<file path="config.mk">
export PLATFORM = sky130hd
export DESIGN_NAME = mwa_top
export DESIGN_NICKNAME = d
export VERILOG_FILES = /design/src/common/mwa_pkg.sv /design/src/hw/mwa_top.sv
export SDC_FILE = /design/constraint.sdc
export NUM_CORES = 1
export LEC_CHECK = 0
export ABC_AREA = 1
export BUFFER_PORTS_ARGS = -buffer_cell sky130_fd_sc_hd__buf_2
export CAP_MARGIN = 20
export CORE_MARGIN = 5
export CORE_UTILIZATION = 35
export DETAILED_ROUTE_END_ITERATION = 10
export GPL_ROUTABILITY_DRIVEN = 0
export GPL_TIMING_DRIVEN = 0
export PLACE_DENSITY = 0.63
export SLEW_MARGIN = 20
export SYNTH_ARGS = -nofsm -noshare
export SYNTH_HDL_FRONTEND = slang
export SYNTH_SLANG_ARGS = --single-unit
</file>
<file path="constraint.sdc">
create_clock -name CLK -period 19.7 [get_ports CLK]
set_clock_uncertainty 0.05 [all_clocks]
set_input_delay 3.94 -clock CLK [delete_from_list [all_inputs] [get_ports CLK]]
set_output_delay 3.94 -clock CLK [all_outputs]
set_load 0.02 [all_outputs]
</file>
<file path="src/common/mwa_pkg.sv">
// package for the translation back end: register map, field layouts, encodings, types
// assumes one 200 MHz core clock, AXI4-Lite control port with 32-bit data
`default_nettype none
package mwa_pkg;
  localparam int unsigned CLK_MHZ       = 200;
  localparam logic [7:0] OFS_TCR        = 8'h00;
  localparam logic [7:0] OFS_TBC32      = 8'h04;
  localparam logic [7:0] OFS_VTCR       = 8'h08;
  localparam logic [7:0] OFS_ENV        = 8'h0C;
  localparam logic [7:0] OFS_WALK_ATTR  = 8'h10;
  localparam logic [7:0] OFS_HYP_ATTR   = 8'h14;
  localparam logic [7:0] OFS_S2_ATTR    = 8'h18;
  localparam logic [7:0] OFS_STATUS     = 8'h1C;
  localparam logic [7:0] OFS_FAULT_ADDR = 8'h20;
  // translation control fields
  localparam int unsigned TCR_GRAN_LO_LSB  = 0;   // 2 bits
  localparam int unsigned TCR_GRAN_HI_LSB  = 2;   // 2 bits
  localparam int unsigned TCR_WALK_IN_LSB  = 4;   // 2 bits
  localparam int unsigned TCR_WALK_OUT_LSB = 6;   // 2 bits
  localparam int unsigned TCR_HA_BIT    = 8;
  localparam int unsigned TCR_HD_BIT    = 9;
  localparam int unsigned TCR_PB_LSB    = 10;  // 2 bits, attribute enables
  localparam int unsigned TBC_LDS_S_BIT = 0;
  localparam int unsigned TBC_LDS_NS_BIT= 1;
  localparam int unsigned ENV_A64_BIT   = 0;
  localparam int unsigned ENV_HYP_BIT   = 1;
  localparam int unsigned ENV_SEC_BIT   = 2;
  localparam int unsigned ENV_CACHE_BIT = 3;
  localparam int unsigned ENV_HIGH_BIT  = 4;   // second base register selected
  localparam int unsigned ENV_EL0_BIT   = 5;
  localparam int unsigned ENV_S2_BIT    = 6;
  localparam logic [1:0] RGN_WB         = 2'h1;
  localparam logic [5:0] FSC_UPDATE_ABT = 6'h31;  // 110001
  localparam logic [5:0] FSC_EXT_ABT    = 6'h10;
  localparam logic [5:0] FSC_ADDR_SIZE  = 6'h00;
  localparam logic [5:0] FSC_TRANS      = 6'h04;
  localparam logic [5:0] FSC_ACC_FLAG   = 6'h08;
  localparam logic [5:0] FSC_PERM       = 6'h0C;
  localparam logic [5:0] FSC_CONFLICT   = 6'h30;
  localparam logic [5:0] FSC_NONE       = 6'h00;
  localparam int unsigned PA_W          = 40;

  typedef enum logic [1:0] {
    MWA_G4K  = 2'b00,
    MWA_G64K = 2'b01,
    MWA_G16K = 2'b10,
    MWA_GRES = 2'b11
  } mwa_gran_e;

  typedef enum logic [2:0] {
    MWA_MEM_WB    = 3'b000,
    MWA_MEM_WT    = 3'b001,
    MWA_MEM_NC    = 3'b010,
    MWA_MEM_DEV_GATHER  = 3'b100,
    MWA_MEM_DEV_REORDER = 3'b101,
    MWA_MEM_DEV_EA      = 3'b110,
    MWA_MEM_NGNRN = 3'b111
  } mwa_mem_e;

  typedef enum logic [2:0] {
    MWA_SRC_NONE = 3'b000,
    MWA_SRC_L1   = 3'b001,
    MWA_SRC_L2   = 3'b010,
    MWA_SRC_WALK = 3'b011
  } mwa_src_e;

  typedef enum logic [1:0] {
    MWA_OP_LOAD = 2'b00,
    MWA_OP_STR  = 2'b01,
    MWA_OP_EXCL = 2'b10,
    MWA_OP_CAS  = 2'b11
  } mwa_op_e;

  // lookup result presented by the TLB / walker front
  typedef struct packed {
    logic             valid;
    mwa_src_e         src;
    logic             instr;
    logic             multi;
    logic [PA_W-1:0]  pa;
    logic [PA_W-1:0]  elem_addr;
    logic [2:0]       perm;
    logic [3:0]       domain;
    logic             ns;
    mwa_mem_e         in_type;
    logic [1:0]       out_rgn;
    logic [1:0]       s1_pb;
    logic [1:0]       s2_pb;
    logic             walk_err;
    logic             addr_size_flt;
    logic             trans_flt;
    logic             af_flt;
    logic             perm_flt;
    logic             conflict;
    logic             oversize;
    mwa_op_e          op;
    logic             dirty_mod;
    logic             ap2;
    logic             s2ap1;
    logic             op_fail;
    logic             tbl_wb;
  } mwa_req_s;

  typedef struct packed {
    logic             valid;
    logic [PA_W-1:0]  pa;
    logic [2:0]       perm;
    logic [3:0]       domain;
    logic             ns;
    logic             fault;
    logic [5:0]       fsc;
    logic [PA_W-1:0]  fault_addr;
    logic             cacheable;
    logic             coherent;
    logic             no_spec;
    logic [2:0]       bus_type;
    logic [1:0]       pb;
    logic             upd_s1;
    logic             upd_s2;
  } mwa_rsp_s;

  typedef struct packed {
    mwa_gran_e        gran;
    logic             long_desc;
    logic             walk_cacheable;
    logic [1:0]       walk_pb;
  } mwa_walk_s;
endpackage
`default_nettype wire

</file>
<file path="src/hw/mwa_top.sv">
// translation back end: walk setup, descriptor update decision, response and abort content
// assumes lookup results arrive one per cycle from same-clock logic, AXI4-Lite control port
`default_nettype none
module mwa_top
  import mwa_pkg::*;
(
  input  wire logic        CLK,
  input  wire logic        RST,
  input  wire logic [7:0]  AWADDR,
  input  wire logic        AWVALID,
  output var  logic        AWREADY,
  input  wire logic [31:0] WDATA,
  input  wire logic [3:0]  WSTRB,
  input  wire logic        WVALID,
  output var  logic        WREADY,
  output var  logic [1:0]  BRESP,
  output var  logic        BVALID,
  input  wire logic        BREADY,
  input  wire logic [7:0]  ARADDR,
  input  wire logic        ARVALID,
  output var  logic        ARREADY,
  output var  logic [31:0] RDATA,
  output var  logic [1:0]  RRESP,
  output var  logic        RVALID,
  input  wire logic        RREADY,
  input  wire mwa_req_s    REQ,
  output var  mwa_rsp_s    RSP,
  output var  mwa_walk_s   WALK
);

  typedef struct packed {
    logic [31:0] tcr;
    logic [31:0] tbc;
    logic [31:0] vtcr;
    logic [31:0] env;
    logic [31:0] walk_attr;
    logic [31:0] hyp_attr;
    logic [31:0] s2_attr;
    logic [31:0] fault_addr;
    logic [5:0]  last_fsc;
    logic        aw_hold;
    logic [7:0]  aw_addr;
    logic        w_hold;
    logic [31:0] w_data;
    logic [3:0]  w_strb;
    logic        bvalid;
    logic [1:0]  bresp;
    logic        rvalid;
    logic [31:0] rdata;
    logic [1:0]  rresp;
    mwa_rsp_s    rsp;
    mwa_walk_s   walk;
  } mwa_state_s;

  mwa_state_s st;
  mwa_state_s next_st;

  function automatic logic is_mapped(input logic [7:0] a);
    is_mapped = (a <= OFS_FAULT_ADDR) && (a[1:0] == 2'h0);
  endfunction

  function automatic logic [31:0] merge_strb(input logic [31:0] old, input logic [31:0] d,
                                             input logic [3:0] s);
    logic [31:0] r;
    r = old;
    for (int i = 0; i < 4; i++) begin
      if (s[i]) begin
        r[i*8 +: 8] = d[i*8 +: 8];
      end
    end
    merge_strb = r;
  endfunction

  function automatic logic both_wb(input logic [1:0] inner, input logic [1:0] outer);
    both_wb = (inner == RGN_WB) && (outer == RGN_WB);
  endfunction

  ////////////////////////////////////////////////////////////////////////////////
  logic        wr_fire;
  logic [7:0]  wr_addr;
  logic [31:0] wr_data;
  logic [3:0]  wr_strb;
  logic        a64;
  logic        hyp;
  logic        upd_en;
  logic        upd_req;
  logic        upd_abort;
  logic        hit_upd;
  logic [1:0]  s1_en;
  logic [1:0]  s2_en;
  logic [1:0]  att_sel;
  logic [1:0]  walk_in;
  logic [1:0]  walk_out;
  logic [31:0] ctl;

  always_comb begin
    next_st = st;
    a64     = st.env[ENV_A64_BIT];
    hyp     = st.env[ENV_HYP_BIT];
    ctl     = st.env[ENV_S2_BIT] ? st.vtcr : st.tcr;

    // ---- bus slave: address and data taken in either order, answer after both
    // each channel moves only at an edge where its valid and ready are both high
    if (AWVALID && AWREADY && !st.aw_hold) begin
      next_st.aw_hold = 1'b1;
      next_st.aw_addr = AWADDR;
    end
    if (WVALID && WREADY && !st.w_hold) begin
      next_st.w_hold = 1'b1;
      next_st.w_data = WDATA;
      next_st.w_strb = WSTRB;
    end
    wr_fire = st.aw_hold && st.w_hold && !st.bvalid;
    wr_addr = st.aw_addr;
    wr_data = st.w_data;
    wr_strb = st.w_strb;
    if (wr_fire) begin
      next_st.aw_hold = 1'b0;
      next_st.w_hold  = 1'b0;
      next_st.bvalid  = 1'b1;
      next_st.bresp   = is_mapped(wr_addr) ? 2'h0 : 2'h2;
      case (wr_addr)
        OFS_TCR:       next_st.tcr       = merge_strb(st.tcr, wr_data, wr_strb);
        OFS_TBC32:     next_st.tbc       = merge_strb(st.tbc, wr_data, wr_strb);
        OFS_VTCR:      next_st.vtcr      = merge_strb(st.vtcr, wr_data, wr_strb);
        OFS_ENV:       next_st.env       = merge_strb(st.env, wr_data, wr_strb);
        OFS_WALK_ATTR: next_st.walk_attr = merge_strb(st.walk_attr, wr_data, wr_strb);
        OFS_HYP_ATTR:  next_st.hyp_attr  = merge_strb(st.hyp_attr, wr_data, wr_strb);
        OFS_S2_ATTR:   next_st.s2_attr   = merge_strb(st.s2_attr, wr_data, wr_strb);
        default: begin
        end
      endcase
    end
    if (st.bvalid && BREADY) begin
      next_st.bvalid = 1'b0;
    end
    if (ARVALID && ARREADY && !st.rvalid) begin
      next_st.rvalid = 1'b1;
      next_st.rresp  = is_mapped(ARADDR) ? 2'h0 : 2'h2;
      case (ARADDR)
        OFS_TCR:        next_st.rdata = st.tcr;
        OFS_TBC32:      next_st.rdata = st.tbc;
        OFS_VTCR:       next_st.rdata = st.vtcr;
        OFS_ENV:        next_st.rdata = st.env;
        OFS_WALK_ATTR:  next_st.rdata = st.walk_attr;
        OFS_HYP_ATTR:   next_st.rdata = st.hyp_attr;
        OFS_S2_ATTR:    next_st.rdata = st.s2_attr;
        OFS_STATUS:     next_st.rdata = {26'h0000000, st.last_fsc};
        OFS_FAULT_ADDR: next_st.rdata = st.fault_addr;
        default:        next_st.rdata = 32'h00000000;
      endcase
    end else if (st.rvalid && RREADY) begin
      next_st.rvalid = 1'b0;
    end

    ////////////////////////////////////////////////////////////////////////////////
    // ---- walk configuration
    // second base register only exists at the lowest privileged level
    if (a64 && st.env[ENV_HIGH_BIT] && st.env[ENV_EL0_BIT] && !st.env[ENV_S2_BIT]) begin
      next_st.walk.gran = mwa_gran_e'(ctl[TCR_GRAN_HI_LSB +: 2]);
    end else begin
      next_st.walk.gran = mwa_gran_e'(ctl[TCR_GRAN_LO_LSB +: 2]);
    end
    if (!a64) begin
      next_st.walk.gran = MWA_G4K;
    end
    if (a64 || hyp) begin
      next_st.walk.long_desc = 1'b1;
    end else begin
      next_st.walk.long_desc = st.env[ENV_SEC_BIT] ? st.tbc[TBC_LDS_S_BIT]
                                                   : st.tbc[TBC_LDS_NS_BIT];
    end
    walk_in  = ctl[TCR_WALK_IN_LSB +: 2];
    walk_out = ctl[TCR_WALK_OUT_LSB +: 2];
    // stage-2 outer attribute of the table itself folds in through REQ.out_rgn
    next_st.walk.walk_cacheable = both_wb(walk_in, walk_out) && st.env[ENV_CACHE_BIT]
                                  && (REQ.out_rgn == RGN_WB || !st.env[ENV_S2_BIT]);
    att_sel = st.env[ENV_S2_BIT] ? st.s2_attr[1:0]
              : (hyp ? st.hyp_attr[1:0] : st.walk_attr[1:0]);
    next_st.walk.walk_pb = att_sel;

    ////////////////////////////////////////////////////////////////////////////////
    // ---- response
    upd_en  = a64 && (st.tcr[TCR_HA_BIT] || st.tcr[TCR_HD_BIT]
                      || st.vtcr[TCR_HA_BIT] || st.vtcr[TCR_HD_BIT]);
    // dirty update even when the access itself fails
    hit_upd = REQ.dirty_mod && (REQ.op != MWA_OP_LOAD)
              && (REQ.ap2 || !REQ.s2ap1);
    upd_req   = upd_en && hit_upd;
    upd_abort = upd_req && !REQ.tbl_wb;

    next_st.rsp.valid  = REQ.valid && (REQ.src != MWA_SRC_NONE);
    next_st.rsp.pa     = REQ.pa;
    next_st.rsp.perm   = REQ.perm;
    next_st.rsp.domain = next_st.walk.long_desc ? 4'h0 : REQ.domain;
    next_st.rsp.ns     = REQ.ns;
    next_st.rsp.upd_s1 = upd_req && !upd_abort && REQ.ap2;
    next_st.rsp.upd_s2 = upd_req && !upd_abort && !REQ.s2ap1;

    next_st.rsp.fault = 1'b1;
    if (REQ.src == MWA_SRC_WALK && REQ.walk_err) begin
      next_st.rsp.fsc = FSC_EXT_ABT;
    end else if (upd_abort) begin
      next_st.rsp.fsc = FSC_UPDATE_ABT;
    end else if (REQ.conflict && REQ.src == MWA_SRC_L1) begin
      next_st.rsp.fsc = FSC_CONFLICT;
    end else if (REQ.addr_size_flt) begin
      next_st.rsp.fsc = FSC_ADDR_SIZE;
    end else if (REQ.trans_flt) begin
      next_st.rsp.fsc = FSC_TRANS;
    end else if (REQ.af_flt) begin
      next_st.rsp.fsc = FSC_ACC_FLAG;
    end else if (REQ.perm_flt) begin
      next_st.rsp.fsc = FSC_PERM;
    end else begin
      next_st.rsp.fault = 1'b0;
      next_st.rsp.fsc   = FSC_NONE;
    end
    // oversize blocks only reach here via REQ.oversize, which never faults
    next_st.rsp.fault_addr = REQ.multi ? REQ.elem_addr : REQ.pa;
    if (REQ.valid && next_st.rsp.fault) begin
      next_st.last_fsc   = next_st.rsp.fsc;
      next_st.fault_addr = next_st.rsp.fault_addr[31:0];
    end

    // ---- memory type handling
    next_st.rsp.bus_type = (REQ.in_type == MWA_MEM_NGNRN) ? MWA_MEM_NGNRN
                           : REQ.in_type;
    next_st.rsp.no_spec  = REQ.in_type[2];
    if (REQ.instr) begin
      next_st.rsp.cacheable = (REQ.in_type == MWA_MEM_WB) || (REQ.in_type == MWA_MEM_WT);
      next_st.rsp.coherent  = (REQ.in_type == MWA_MEM_WB);
    end else begin
      next_st.rsp.cacheable = (REQ.in_type == MWA_MEM_WB) && (REQ.out_rgn == RGN_WB);
      next_st.rsp.coherent  = next_st.rsp.cacheable;
    end

    // ---- page attribute bits
    s1_en = ctl[TCR_PB_LSB +: 2];
    s2_en = st.vtcr[TCR_PB_LSB +: 2];
    for (int b = 0; b < 2; b++) begin
      if (st.env[ENV_S2_BIT]) begin
        next_st.rsp.pb[b] = s2_en[b] ? REQ.s2_pb[b]
                            : (st.tcr[TCR_PB_LSB + b] ? REQ.s1_pb[b] : 1'b0);
      end else begin
        next_st.rsp.pb[b] = s1_en[b] ? REQ.s1_pb[b] : 1'b0;
      end
    end
  end

  always_ff @(posedge CLK or posedge RST) begin
    if (RST) begin
      st <= '0;
    end else begin
      st <= next_st;
    end
  end

  ////////////////////////////////////////////////////////////////////////////////
  always_ff @(posedge CLK or posedge RST) begin
    if (RST) begin
      AWREADY <= 1'b0;
      WREADY  <= 1'b0;
      ARREADY <= 1'b0;
    end else begin
      // ready while the holder is free, so a taken item always met ready high
      AWREADY <= !next_st.aw_hold;
      WREADY  <= !next_st.w_hold;
      ARREADY <= !next_st.rvalid;
    end
  end

  assign BVALID  = st.bvalid;
  assign BRESP   = st.bresp;
  assign RVALID  = st.rvalid;
  assign RDATA   = st.rdata;
  assign RRESP   = st.rresp;
  assign RSP     = st.rsp;
  assign WALK    = st.walk;

endmodule
`default_nettype wire

</file>
Word level (Yosys, flattened, before mapping)
Cells that the tools add are included.
{ "totals": {"ff_bits": 461, "mem_bits_ro": 0, "memories": 0, "latch_bits": 0, "out_inout_bits": 153, "wordCells": 214, "ram_bits": 0} }
{ "classes": {"n_mul": 0, "n_eq_ne": 21, "n_div": 0, "shifts": 0, "n_addsub": 0, "bitwise": 0, "reduce_logical": 85, "order_cmp": 2, "mux": 44} }
{ "ops": {"columns": ["op", "count"], "rows": [
  ["32-bit case mux with 9 select lines", 1],
  ["3-bit AND reduction", 28],
  ["8-bit by 5-bit == test with 1-bit output, second input constant", 7],
  ["40-bit two-way mux", 1],
  ["37-bit two-way mux", 1],
  ["8-bit by 4-bit == test with 1-bit output, second input constant", 4],
  ["1-bit logical AND", 31],
  ["1-bit two-way mux", 22],
  ["4-bit two-way mux", 5],
  ["6-bit two-way mux", 3],
  ["8-bit by 3-bit == test with 1-bit output, second input constant", 2],
  ["8-bit by 6-bit less-or-equal comparator with 1-bit output, second input constant", 2],
  ["8-bit zero test", 2],
  ["2-bit two-way mux", 7],
  ["12-bit two-way mux", 1],
  ["1-bit zero test", 11],
  ["9-bit two-way mux", 1],
  ["8-bit by 6-bit == test with 1-bit output, second input constant", 1],
  ["1-bit logical OR", 7],
  ["2-bit by 1-bit == test with 1-bit output, second input constant", 3],
  ["3-bit by 1-bit == test with 1-bit output, second input constant", 2],
  ["3-bit two-way mux", 2],
  ["2-bit zero test", 2],
  ["2-bit nonzero test", 2],
  ["4 further kinds", 4]
]} }

Longest topological paths before layout
Gate-level depths: netlist of run 1.
{ "logic_depth": {"word_depth": 9, "mapped_depth": 11} }

Least setup slack after synthesis of run 1
OpenSTA, ideal clock, no wires.
{ "synth_path": {"path_type": "in2reg", "start": "input port ARADDR[0]", "end": "register st (netlist bit RDATA[26])", "path_stages": 10, "slack_ns": 14.682, "path_buffers": 1, "setup_ns": 0.066, "required_ns": 19.584, "t_arrival_ns": 4.902, "cell_sequence": "inv_1 > nand2_1 > nor2_2 > clkbuf_1 > nand3_1 > nand2_1 > inv_1 > nand3_1 > nand2_1 > nand2_1"} }
{ "synth_via": {"elab_chain_cells": 2, "word_cells_on_any_way": 10, "classes_between": "eq/ne (8); mux (1); reduce/logical (1)"} }
{ "synth_rtl": {"columns": ["element", "line", "text"], "rows": [
  ["start: declaration", "mwa_top.sv:19", "input wire logic [7:0] ARADDR,"],
  ["8-bit by 6-bit == test with 1-bit output (tied with other cells)", "mwa_top.sv:140", "case (ARADDR)"],
  ["32-bit case mux with 9 select lines (*)", "mwa_top.sv:140", null],
  ["end signal: assignment", "mwa_top.sv:255", "st <= next_st;"],
  ["end: declaration", "mwa_top.sv:55", "mwa_state_s st;"]
]} }
Mark *: on every way between the ends. The rest lies on a longest branch, timed or not.
A chain may end at the register's enable or synchronous reset.

Final worst setup path of run 1
{ "layout_path": {"start": "input port ARADDR[1]", "end": "register st (netlist bit RDATA[17])"} }
Same word-level chain as after synthesis.

==> results.yml, run 1 <==
global_route:
  grt_pass1_wl_um: 96100
  antenna_found_initial: 4
  overflow: 0
  grt_max_degree: 97
  grt_pass1_vias: 16156
  grt_usage_pct: 19.4
setup_path:
  crit_buf_inv: 3
  worst-path-max-fanout: 10
  worst_path_max_delay_cell: "clkbuf_1"
  crit_path_start_kind: "input port"
  crit_family: "simple AND/OR/NAND/NOR gates"
  crit_type: "input port to flop"
  cpMostUsedCell: "nand2_1"
  cp-end-kind: "flop"
  max_stage_delay_ps: 680
  crit_required_ps: 20190
  crit_chain: "buf_2, nor2_1, nand2_1, inv_1, clkbuf_1, nand3_1, nand2_1, nor2_1, nand3_1, nand2_1, nand2_1"
  arrival_ps: 6780
yosys:
  yosys_warnings: 0
  synthTopCellsByCount: "nand2_1, dfrtp_1, nand3_1"
  synth_edf_count: 0
  syn_area_um2: 20500
  ys_ff_latch: 457
  synth_area_per_cell_um2: 8.62
  synthMuxAreaShare_pct: 0.329
  async_flop_share_pct: 100
  synth_ff_type: "dfrtp_1"
  synth.top_cells.by_area: "dfrtp_1, nand2_1, buf_4"
  synth_xor_area_share_pct: 0
  synthCells: 2378
  synth_compound_area_share_pct: 7.29
  synth_fa_ha_area_share_pct: 0
  synth-seq-area-share_pct: 55.8
  synthSimpleGateAreaFrac_pct: 24.5
  synth_top_family_by_area: "simple AND/OR/NAND/NOR gates"
  synth_top_area_share_pct: 55.8
  synth_top_area_cell: "dfrtp_1"
  synth_cell_types: 36
  yosysMostFrequentCell: "nand2_1"
cts:
  clk_path_buf_depth: 3
  htreeDepth: 2
  ctsHoldBuffers: 0
  clk_pin_slew_ps: 70
  root_buffer: "clkbuf_16"
  cts_buffers: 50
  post_cts_buffers: 0
  numClockSinks: 457
  cts_tree: "built"
  clk_latency_ps: 620
  cts.repair.resized: 0
floorplan:
  row_count: 88
  coreArea_um2: 57900
  start_util_pct: 35.4
  ios: 329
  die_w_um: 252
  die_height_um: 252
  die_area_um2: 63500
cells_and_area:
  area_growth_pct: 21.9
  final_nets: 2936
  drive_above_1_share_pct: 24.6
place:
  hpwl_um: 47900
  place_ws_ps: 12910
  io_buffers: 322
routing:
  wire_per_inst_um: 17.8
  wl_um: 63500
  remaining_drc_errors: 0
  via_per_inst: 4.66
  ant_nets: 0
  drtIter0Drc: 1318
  firstDrtPassIters: 6
  dr_total_vias: 16611
timing:
  drv_slew: 0
  setup_ws_ps: 13400
  hold_violations: 0
  maxSlewHeadroom_pct: 44.7
  setup-tns-final_ps: 0
  fmax_mhz: 159
  tightestPinTransition_ps: 829
  period_minus_slack_ps: 6300
  rsz0062_at_grt: "no"
  setup_viol: 0
  period_share_pct: 32.0
power_and_ir_drop:
  total_power_w: 0.00288
  power_density_nw_per_um2: 115
  p_leak_nw: 13.2
  ir_drop_v: 0.0000610
run_status:
  status: "finished clean"
worst_hold_path:
  hp-class: "flop to flop"
job:
  max_cap_violations: 0
==> final timing paths <==
| check | cells after the start | startpoint | slack, ps | end |
|---|---|---|---|---|
| max | 11 | ARADDR[1] | 13400 | RDATA[17]$_DFFE_PP0P_ |
| min | 2 | wr_data[1]$_DFFE_PP0P_ | 420 | hyp$_DFFE_PP0P_ |
| max reg2reg | 5 | ARREADY$_DFF_PP0_ | 17450 | RDATA[1]$_DFFE_PP0P_ |
| min reg2reg | 2 | wr_data[1]$_DFFE_PP0P_ | 420 | hyp$_DFFE_PP0P_ |
| max in group asynchronous | 5 | RST | 14740 | st[231]$_DFFE_PP0P_ |
| min in group asynchronous | 2 | RST | 3280 | RSP[75]$_DFF_PP0_ |
==> cell usage in the layout (no fill, tap or decap), types with 5 or more instances in the layout <==
cell type | synthesis | routed
buf_6 | 25 | 25
nand2_1 | 701 | 701
buf_2 | 39 | 361
clkbuf_16 | 0 | 50
nor2_4 | 11 | 11
a21oi_1 | 56 | 56
nand2_4 | 12 | 12
nand2_2 | 13 | 13
o21ai_1 | 106 | 106
inv_1 | 188 | 187
buf_16 | 0 | 6
nand3_1 | 220 | 220
clkbuf_1 | 38 | 48
buf_4 | 148 | 148
clkbuf_8 | 0 | 12
o21ai_2 | 8 | 8
nor2_1 | 199 | 199
clkinv_2 | 1 | 7
mux2_2 | 6 | 6
o21ai_0 | 117 | 117
bufinv_16 | 0 | 6
nor2_2 | 5 | 5
dfrtp_1 | 457 | 457
==> registers in the layout (all words and copies together) (netlist names) <==
register  flops
st          259
RRESP         1
AWREADY       1
RVALID        1
RDATA        32
a64           1
BRESP         1
wr_strb       4
BVALID        1
WALK          6
wr_data      32
hyp           1
RSP         105
s2_en         2
ARREADY       1
WREADY        1
wr_addr       8
==> area by class of cell <==
class	count	area, um^2
Buffer	253	1740
Timing Repair Buffer	328	1780
Inverter	193	738
Sequential cell	457	11400
Tap cell	765	957
Multi-Input combinational cell	1477	6610
Clock buffer	72	1450
Clock inverter	18	292
Fill cell	5818	32900
Antenna cell	2	5.00
==> per-layer routing <==
metal / global-route usage [%] / share of wire, %
met5: 0 / 0.042
met1: 25.7 / 42
met4: 5.51 / 2.7
met3: 4.28 / 7.5
met2: 32.3 / 48
==> logic make-up after synthesis <==
| logic type | after synthesis |
|---|---|
| AOI/OAI and AO/OA | 291 |
| buffers and inverters | 446 |
| DFF | 457 |
| muxes | 6 |
| other | 1 |
| and+or+nand+nor | 1177 |
==> where the power goes <==
group,switching [W],internal (W),leakage [nW]
combinational,0.000393,0.000190,6.42
clock,0.000399,0.000594,0.857
sequential,0.000131,0.00117,5.94
==> stage by stage <==
| stage | utilization (%) | cell area (um^2) | hold WS [ps] | std cells |
|---|---|---|---|---|
| after floorplan | - | 20500 | 399 | 2380 |
| after global placement | 39.9 | 23100 | 407 | 3467 |
| after detailed placement | 40.2 | 23300 | 416 | 3473 |
| after CTS | 43.2 | 25000 | 416 | 3563 |
| after global routing | 43.2 | 25000 | 445 | 3564 |
| final | 43.2 | 25000 | 416 | 3565 |
==> worst min-delay path: stages, from the launching register on <==
cell and delay (ps):
dfrtp_1 340, nand2_1 50, o21ai_0 60
Note: power is estimated with default switching activity, not from simulation.
==> run 2: changes to the inputs <==
- PLACE_DENSITY: 0.63 -> 0.65
- clock period: 19.7 -> 5.5 ns (I/O delays scaled with it)
==> run 2 against run 1 <==
Against the previous run:
- critical path depth did not move
- non-clock buffer count rose by 10
- clock-buffer cell count fell by 1
- setup slack got worse by 11000 ps
- die area did not move
- cell count rose by 0.11%
- design area did not move
- combinational power rose to 3.6 times the previous value
- total power rose to 3.5 times the previous value
- global-route usage rose by 0.31 points
- flip-flop and latch count did not move
- sequential power rose to 3.6 times the previous value
==> results.yml, run 2 (synthesis gave the netlist of run 1 again) <==
run_status:
  status: "finished clean"
floorplan:
  ios: 329
  die_w_um: 252
  die_height_um: 252
  coreArea_um2: 57900
  die_area_um2: 63500
  row_count: 88
  start_util_pct: 35.4
cts:
  cts_tree: "built"
  htreeDepth: 2
  clk_path_buf_depth: 3
  root_buffer: "clkbuf_16"
  post_cts_buffers: 0
  numClockSinks: 457
  clk_latency_ps: 600
  ctsHoldBuffers: 0
  clk_pin_slew_ps: 60
  cts.repair.resized: 0
  cts_buffers: 49
power_and_ir_drop:
  comb_power_share_pct: 20.9
  p_leak_nw: 13.2
  p_clk_share_pct: 32.8
  ir_drop_v: 0.000204
  sw_frac_of_total_pct: 32.4
  power.switching_w: 0.00327
  power_density_nw_per_um2: 403
  internal_power_w: 0.00682
  p_seq_share_pct: 46.3
setup_path:
  cp-end-kind: "flop"
  regToRegSetupSlack_ps: 3320
  arrival_ps: 3940
  worst-path-max-fanout: 10
  crit_type: "input port to flop"
  crit_required_ps: 5970
  r2r_end: "RDATA[1]$_DFFE_PP0P_"
  reg2regPathDepth: 6
  regToRegStartpoint: "RVALID$_DFF_PP0_"
  crit_path_start_kind: "input port"
timing:
  period_minus_slack_ps: 3460
  setup_viol: 0
  drv_slew: 0
  setup_ws_ps: 2040
  period_share_pct: 63.0
  rsz0062_at_grt: "no"
  fmax_mhz: 289
  tightestPinTransition_ps: 914
  maxSlewHeadroom_pct: 39.0
  hold_violations: 0
  holdWs_ps: 428
global_route:
  antenna_found_initial: 2
  grt_pass1_vias: 16323
  grt_usage_pct: 19.7
  overflow: 0
  grt_pass1_wl_um: 97900
  grt_max_degree: 35
routing:
  drtIter0Drc: 1502
  via_per_inst: 4.70
  wire_per_inst_um: 17.9
  ant_nets: 0
  firstDrtPassIters: 7
  dr_total_vias: 16772
  wl_um: 63900
  remaining_drc_errors: 0
worst_hold_path:
  hold_path.startpoint: "wr_data[18]$_DFFE_PP0P_"
  min_to: "st[348]$_DFFE_PP0P_"
  hp-class: "flop to flop"
  min_path_cells: 2
cells_and_area:
  final_cell_mix: "nand2_1, dfrtp_1, buf_2, nand3_1, nor2_1"
  drive_above_1_share_pct: 24.8
  regMostFlops: "st"
  final_nets: 2945
  area_growth_pct: 21.9
  nFillCells: 5724
  largest_reg_flops: 259
  final_common_cell: "nand2_1"
place:
  hpwl_um: 48800
  place_ws_ps: 1550
  io_buffers: 322
job:
  max_cap_violations: 0
[run 2: final cells by class]
type | instances | area [um^2] | share of cell area, %
Sequential cell | 457 | 11400 | 45.7
Multi-Input combinational cell | 1477 | 6610 | 26.4
Timing Repair Buffer | 338 | 1940 | 7.76
Buffer | 253 | 1740 | 6.96
Clock buffer | 71 | 1440 | 5.75
Tap cell | 765 | 957 | 3.83
Inverter | 193 | 734 | 2.94
Clock inverter | 13 | 148 | 0.590
Antenna cell | 2 | 5.00 | 0.0200
[run 2: how the worst max path moves through the flow]
stage / end / slack, ps / depth (start not counted) / start
after global routing: RDATA[12]$_DFFE_PP0P_ / 2040 / 11 / ARADDR[1]
after global placement: WREADY$_DFF_PP0_ / -4670 / 2 / RST
after CTS: RDATA[17]$_DFFE_PP0P_ / 2150 / 11 / ARADDR[1]
after detailed placement: RDATA[20]$_DFFE_PP0P_ / 1550 / 11 / ARADDR[1]
final: RDATA[17]$_DFFE_PP0P_ / 2040 / 11 / ARADDR[1]
after floorplan: ARREADY$_DFF_PP0_ / -1830 / 1 / RST
[run 2: power by group through the flow]
stage,logic (W),registers (W),clock network [W]
global route,0.00238,0.00476,0.00350
finish,0.00211,0.00467,0.00331
global placement,0.00203,0.00469,0
floorplan,0.00142,0.00461,0
detailed placement,0.00212,0.00470,0
CTS,0.00212,0.00465,0.00338
[run 2: worst max-delay path, stage by stage]
cell and delay, ps:
buf_2 100, nor2_1 500, nand2_1 270, inv_1 420
clkbuf_1 710, nand3_1 300, nand2_1 210, nor2_1 50
nand3_1 60, nand2_1 100, nand2_1 100
[run 2: layer usage]
metal  global-route usage (%)  wire length, um  part of all wire [%]
met5                        0                0                     0
met1                     26.5            27400                    43
met2                     33.0            30600                    48
met3                     3.38             4310                   6.8
met4                     5.66             1630                   2.6
[run 2: through the flow]
step / utilization, % / instance area [um^2] / TNS (ps) / total power [W] / instances
floorplan: - / 20500 / -837700 / 0.00603 / 2380
global placement: 39.9 / 23100 / -2101050 / 0.00673 / 3467
detailed placement: 40.4 / 23400 / 0 / 0.00682 / 3483
CTS: 43.2 / 25000 / 0 / 0.0102 / 3567
global route: 43.2 / 25000 / 0 / 0.0106 / 3567
finish: 43.2 / 25000 / 0 / 0.0101 / 3569
==> run 3: changes to the inputs <==
- PLACE_DENSITY: 0.65 -> 0.63
- clock period: 5.5 -> 3.55 ns (I/O delays scaled with it)
==> run 3 against run 2 <==
Against the previous run:
- design area is essentially flat
- flip-flop and latch count is the same
- clock-buffer cell count grew 2
- die area is the same
- routed wire length grew 0.49%
- core utilization is essentially flat
- first-iteration DRC count shrank 19%
- non-clock buffer count is the same
- sequential share of layout area is essentially flat
- register-to-register slack lost 1900 ps
- total power grew 55%
- critical path type unchanged
==> results.yml, run 3 (synthesis gave the netlist of run 1 again) <==
run_status:
  status: "finished clean"
cells_and_area:
  final_common_cell: "nand2_1"
  area_growth_pct: 22.0
  largest_reg_flops: 259
  instances_no_fill: 3570
  multi_input_area_um2: 6610
  drive_above_1_share_pct: 24.6
  register_area_um2: 11400
  regMostFlops: "st"
  final_cell_mix: "nand2_1, dfrtp_1, buf_2, nand3_1, nor2_1"
  final_nets: 2945
  nFillCells: 5796
cts:
  clk_path_buf_depth: 3
  cts.repair.resized: 0
  cts_tree: "built"
  cts_buffers: 49
  clk_pin_slew_ps: 60
  post_cts_buffers: 0
  htreeDepth: 2
  numClockSinks: 457
  ctsHoldBuffers: 0
  root_buffer: "clkbuf_16"
  clk_latency_ps: 600
power_and_ir_drop:
  p_leak_nw: 13.2
  total_power_w: 0.0157
  ir_drop_v: 0.000324
  power_density_nw_per_um2: 626
routing:
  remaining_drc_errors: 0
  firstDrtPassIters: 5
  wl_um: 64200
  via_per_inst: 4.64
  wire_per_inst_um: 18.0
  ant_nets: 0
  dr_total_vias: 16582
  drtIter0Drc: 1216
worst_hold_path:
  hp-class: "input port to async pin"
floorplan:
  ios: 329
  die_height_um: 252
  start_util_pct: 35.4
  row_count: 88
  die_w_um: 252
  coreArea_um2: 57900
  die_area_um2: 63500
timing:
  drv_slew: 0
  setup-tns-final_ps: 0
  setup_viol: 0
  setup_ws_ps: 483
  hold_violations: 0
  tightestPinTransition_ps: 813
  rsz0062_at_grt: "no"
  maxSlewHeadroom_pct: 45.8
  period_share_pct: 86.4
  period_minus_slack_ps: 3070
  fmax_mhz: 326
place:
  io_buffers: 322
  place_ws_ps: 0.0686
  dp_cells: 3483
  hpwl_um: 49300
global_route:
  overflow: 0
  grt_pass1_vias: 16304
  grt_usage_pct: 19.7
  grt_pass1_wl_um: 97600
  antenna_found_initial: 3
  grt_max_degree: 34
job:
  max_cap_violations: 0
setup_path:
  crit_path_start_kind: "input port"
  worst-path-max-fanout: 10
  crit_type: "input port to flop"
  reg2regPathDepth: 6
  crit_required_ps: 4030
  arrival_ps: 3550
  cp-end-kind: "flop"
## run 3: layout make-up
type | count | share of cell area [%]
Antenna cell | 2 | 0.0200
Buffer | 253 | 6.96
Clock buffer | 73 | 5.71
Clock inverter | 12 | 0.705
Inverter | 193 | 2.93
Multi-Input combinational cell | 1477 | 26.4
Sequential cell | 457 | 45.7
Tap cell | 765 | 3.82
Timing Repair Buffer | 338 | 7.75
## run 3: path summary, 6_finish.rpt
path	start	to	slack, ps
hold / removal	RST	RSP[70]$_DFF_PP0_	110
min in group CLK	REQ[23]	RSP[57]$_DFF_PP0_	180
max in group asynchronous	RST	wr_strb[3]$_DFFE_PP0P_	1720
setup reg to reg	RVALID$_DFF_PP0_	RDATA[0]$_DFFE_PP0P_	1430
hold reg to reg	wr_data[10]$_DFFE_PP0P_	st[340]$_DFFE_PP0P_	430
setup / recovery	ARADDR[1]	RDATA[12]$_DFFE_PP0P_	480
## run 3: metrics by stage
stage	hold slack, ps	instance area, um^2	util [%]
2_1_floorplan	399	20500	-
3_3_place_gp	407	23100	39.9
3_5_place_dp	417	23400	40.4
4_1_cts	102	25000	43.2
5_1_grt	135	25000	43.2
6_report	114	25000	43.2
## run 3: layer usage
metal,up-vias,global-route usage [%],part of all wire (%)
li1,8126,-,-
met1,7812,26.3,43
met2,561,33.5,48
met3,81,3.45,6.5
met4,2,4.99,2.1
met5,-,0,0.020
## run 3: report_power, final
part           switching, W  internal, W
clock network       0.00212      0.00306
logic               0.00218      0.00107
registers          0.000745      0.00648
total               0.00505       0.0106
## run 3: critical path, stage by stage
cell      delay, ps
buf_2           100
nor2_1          560
nand2_1         270
inv_1           450
clkbuf_1        650
nand3_1         290
nand2_1         190
nor2_1           50
nand3_1          60
nand2_1          90
nand2_1         100
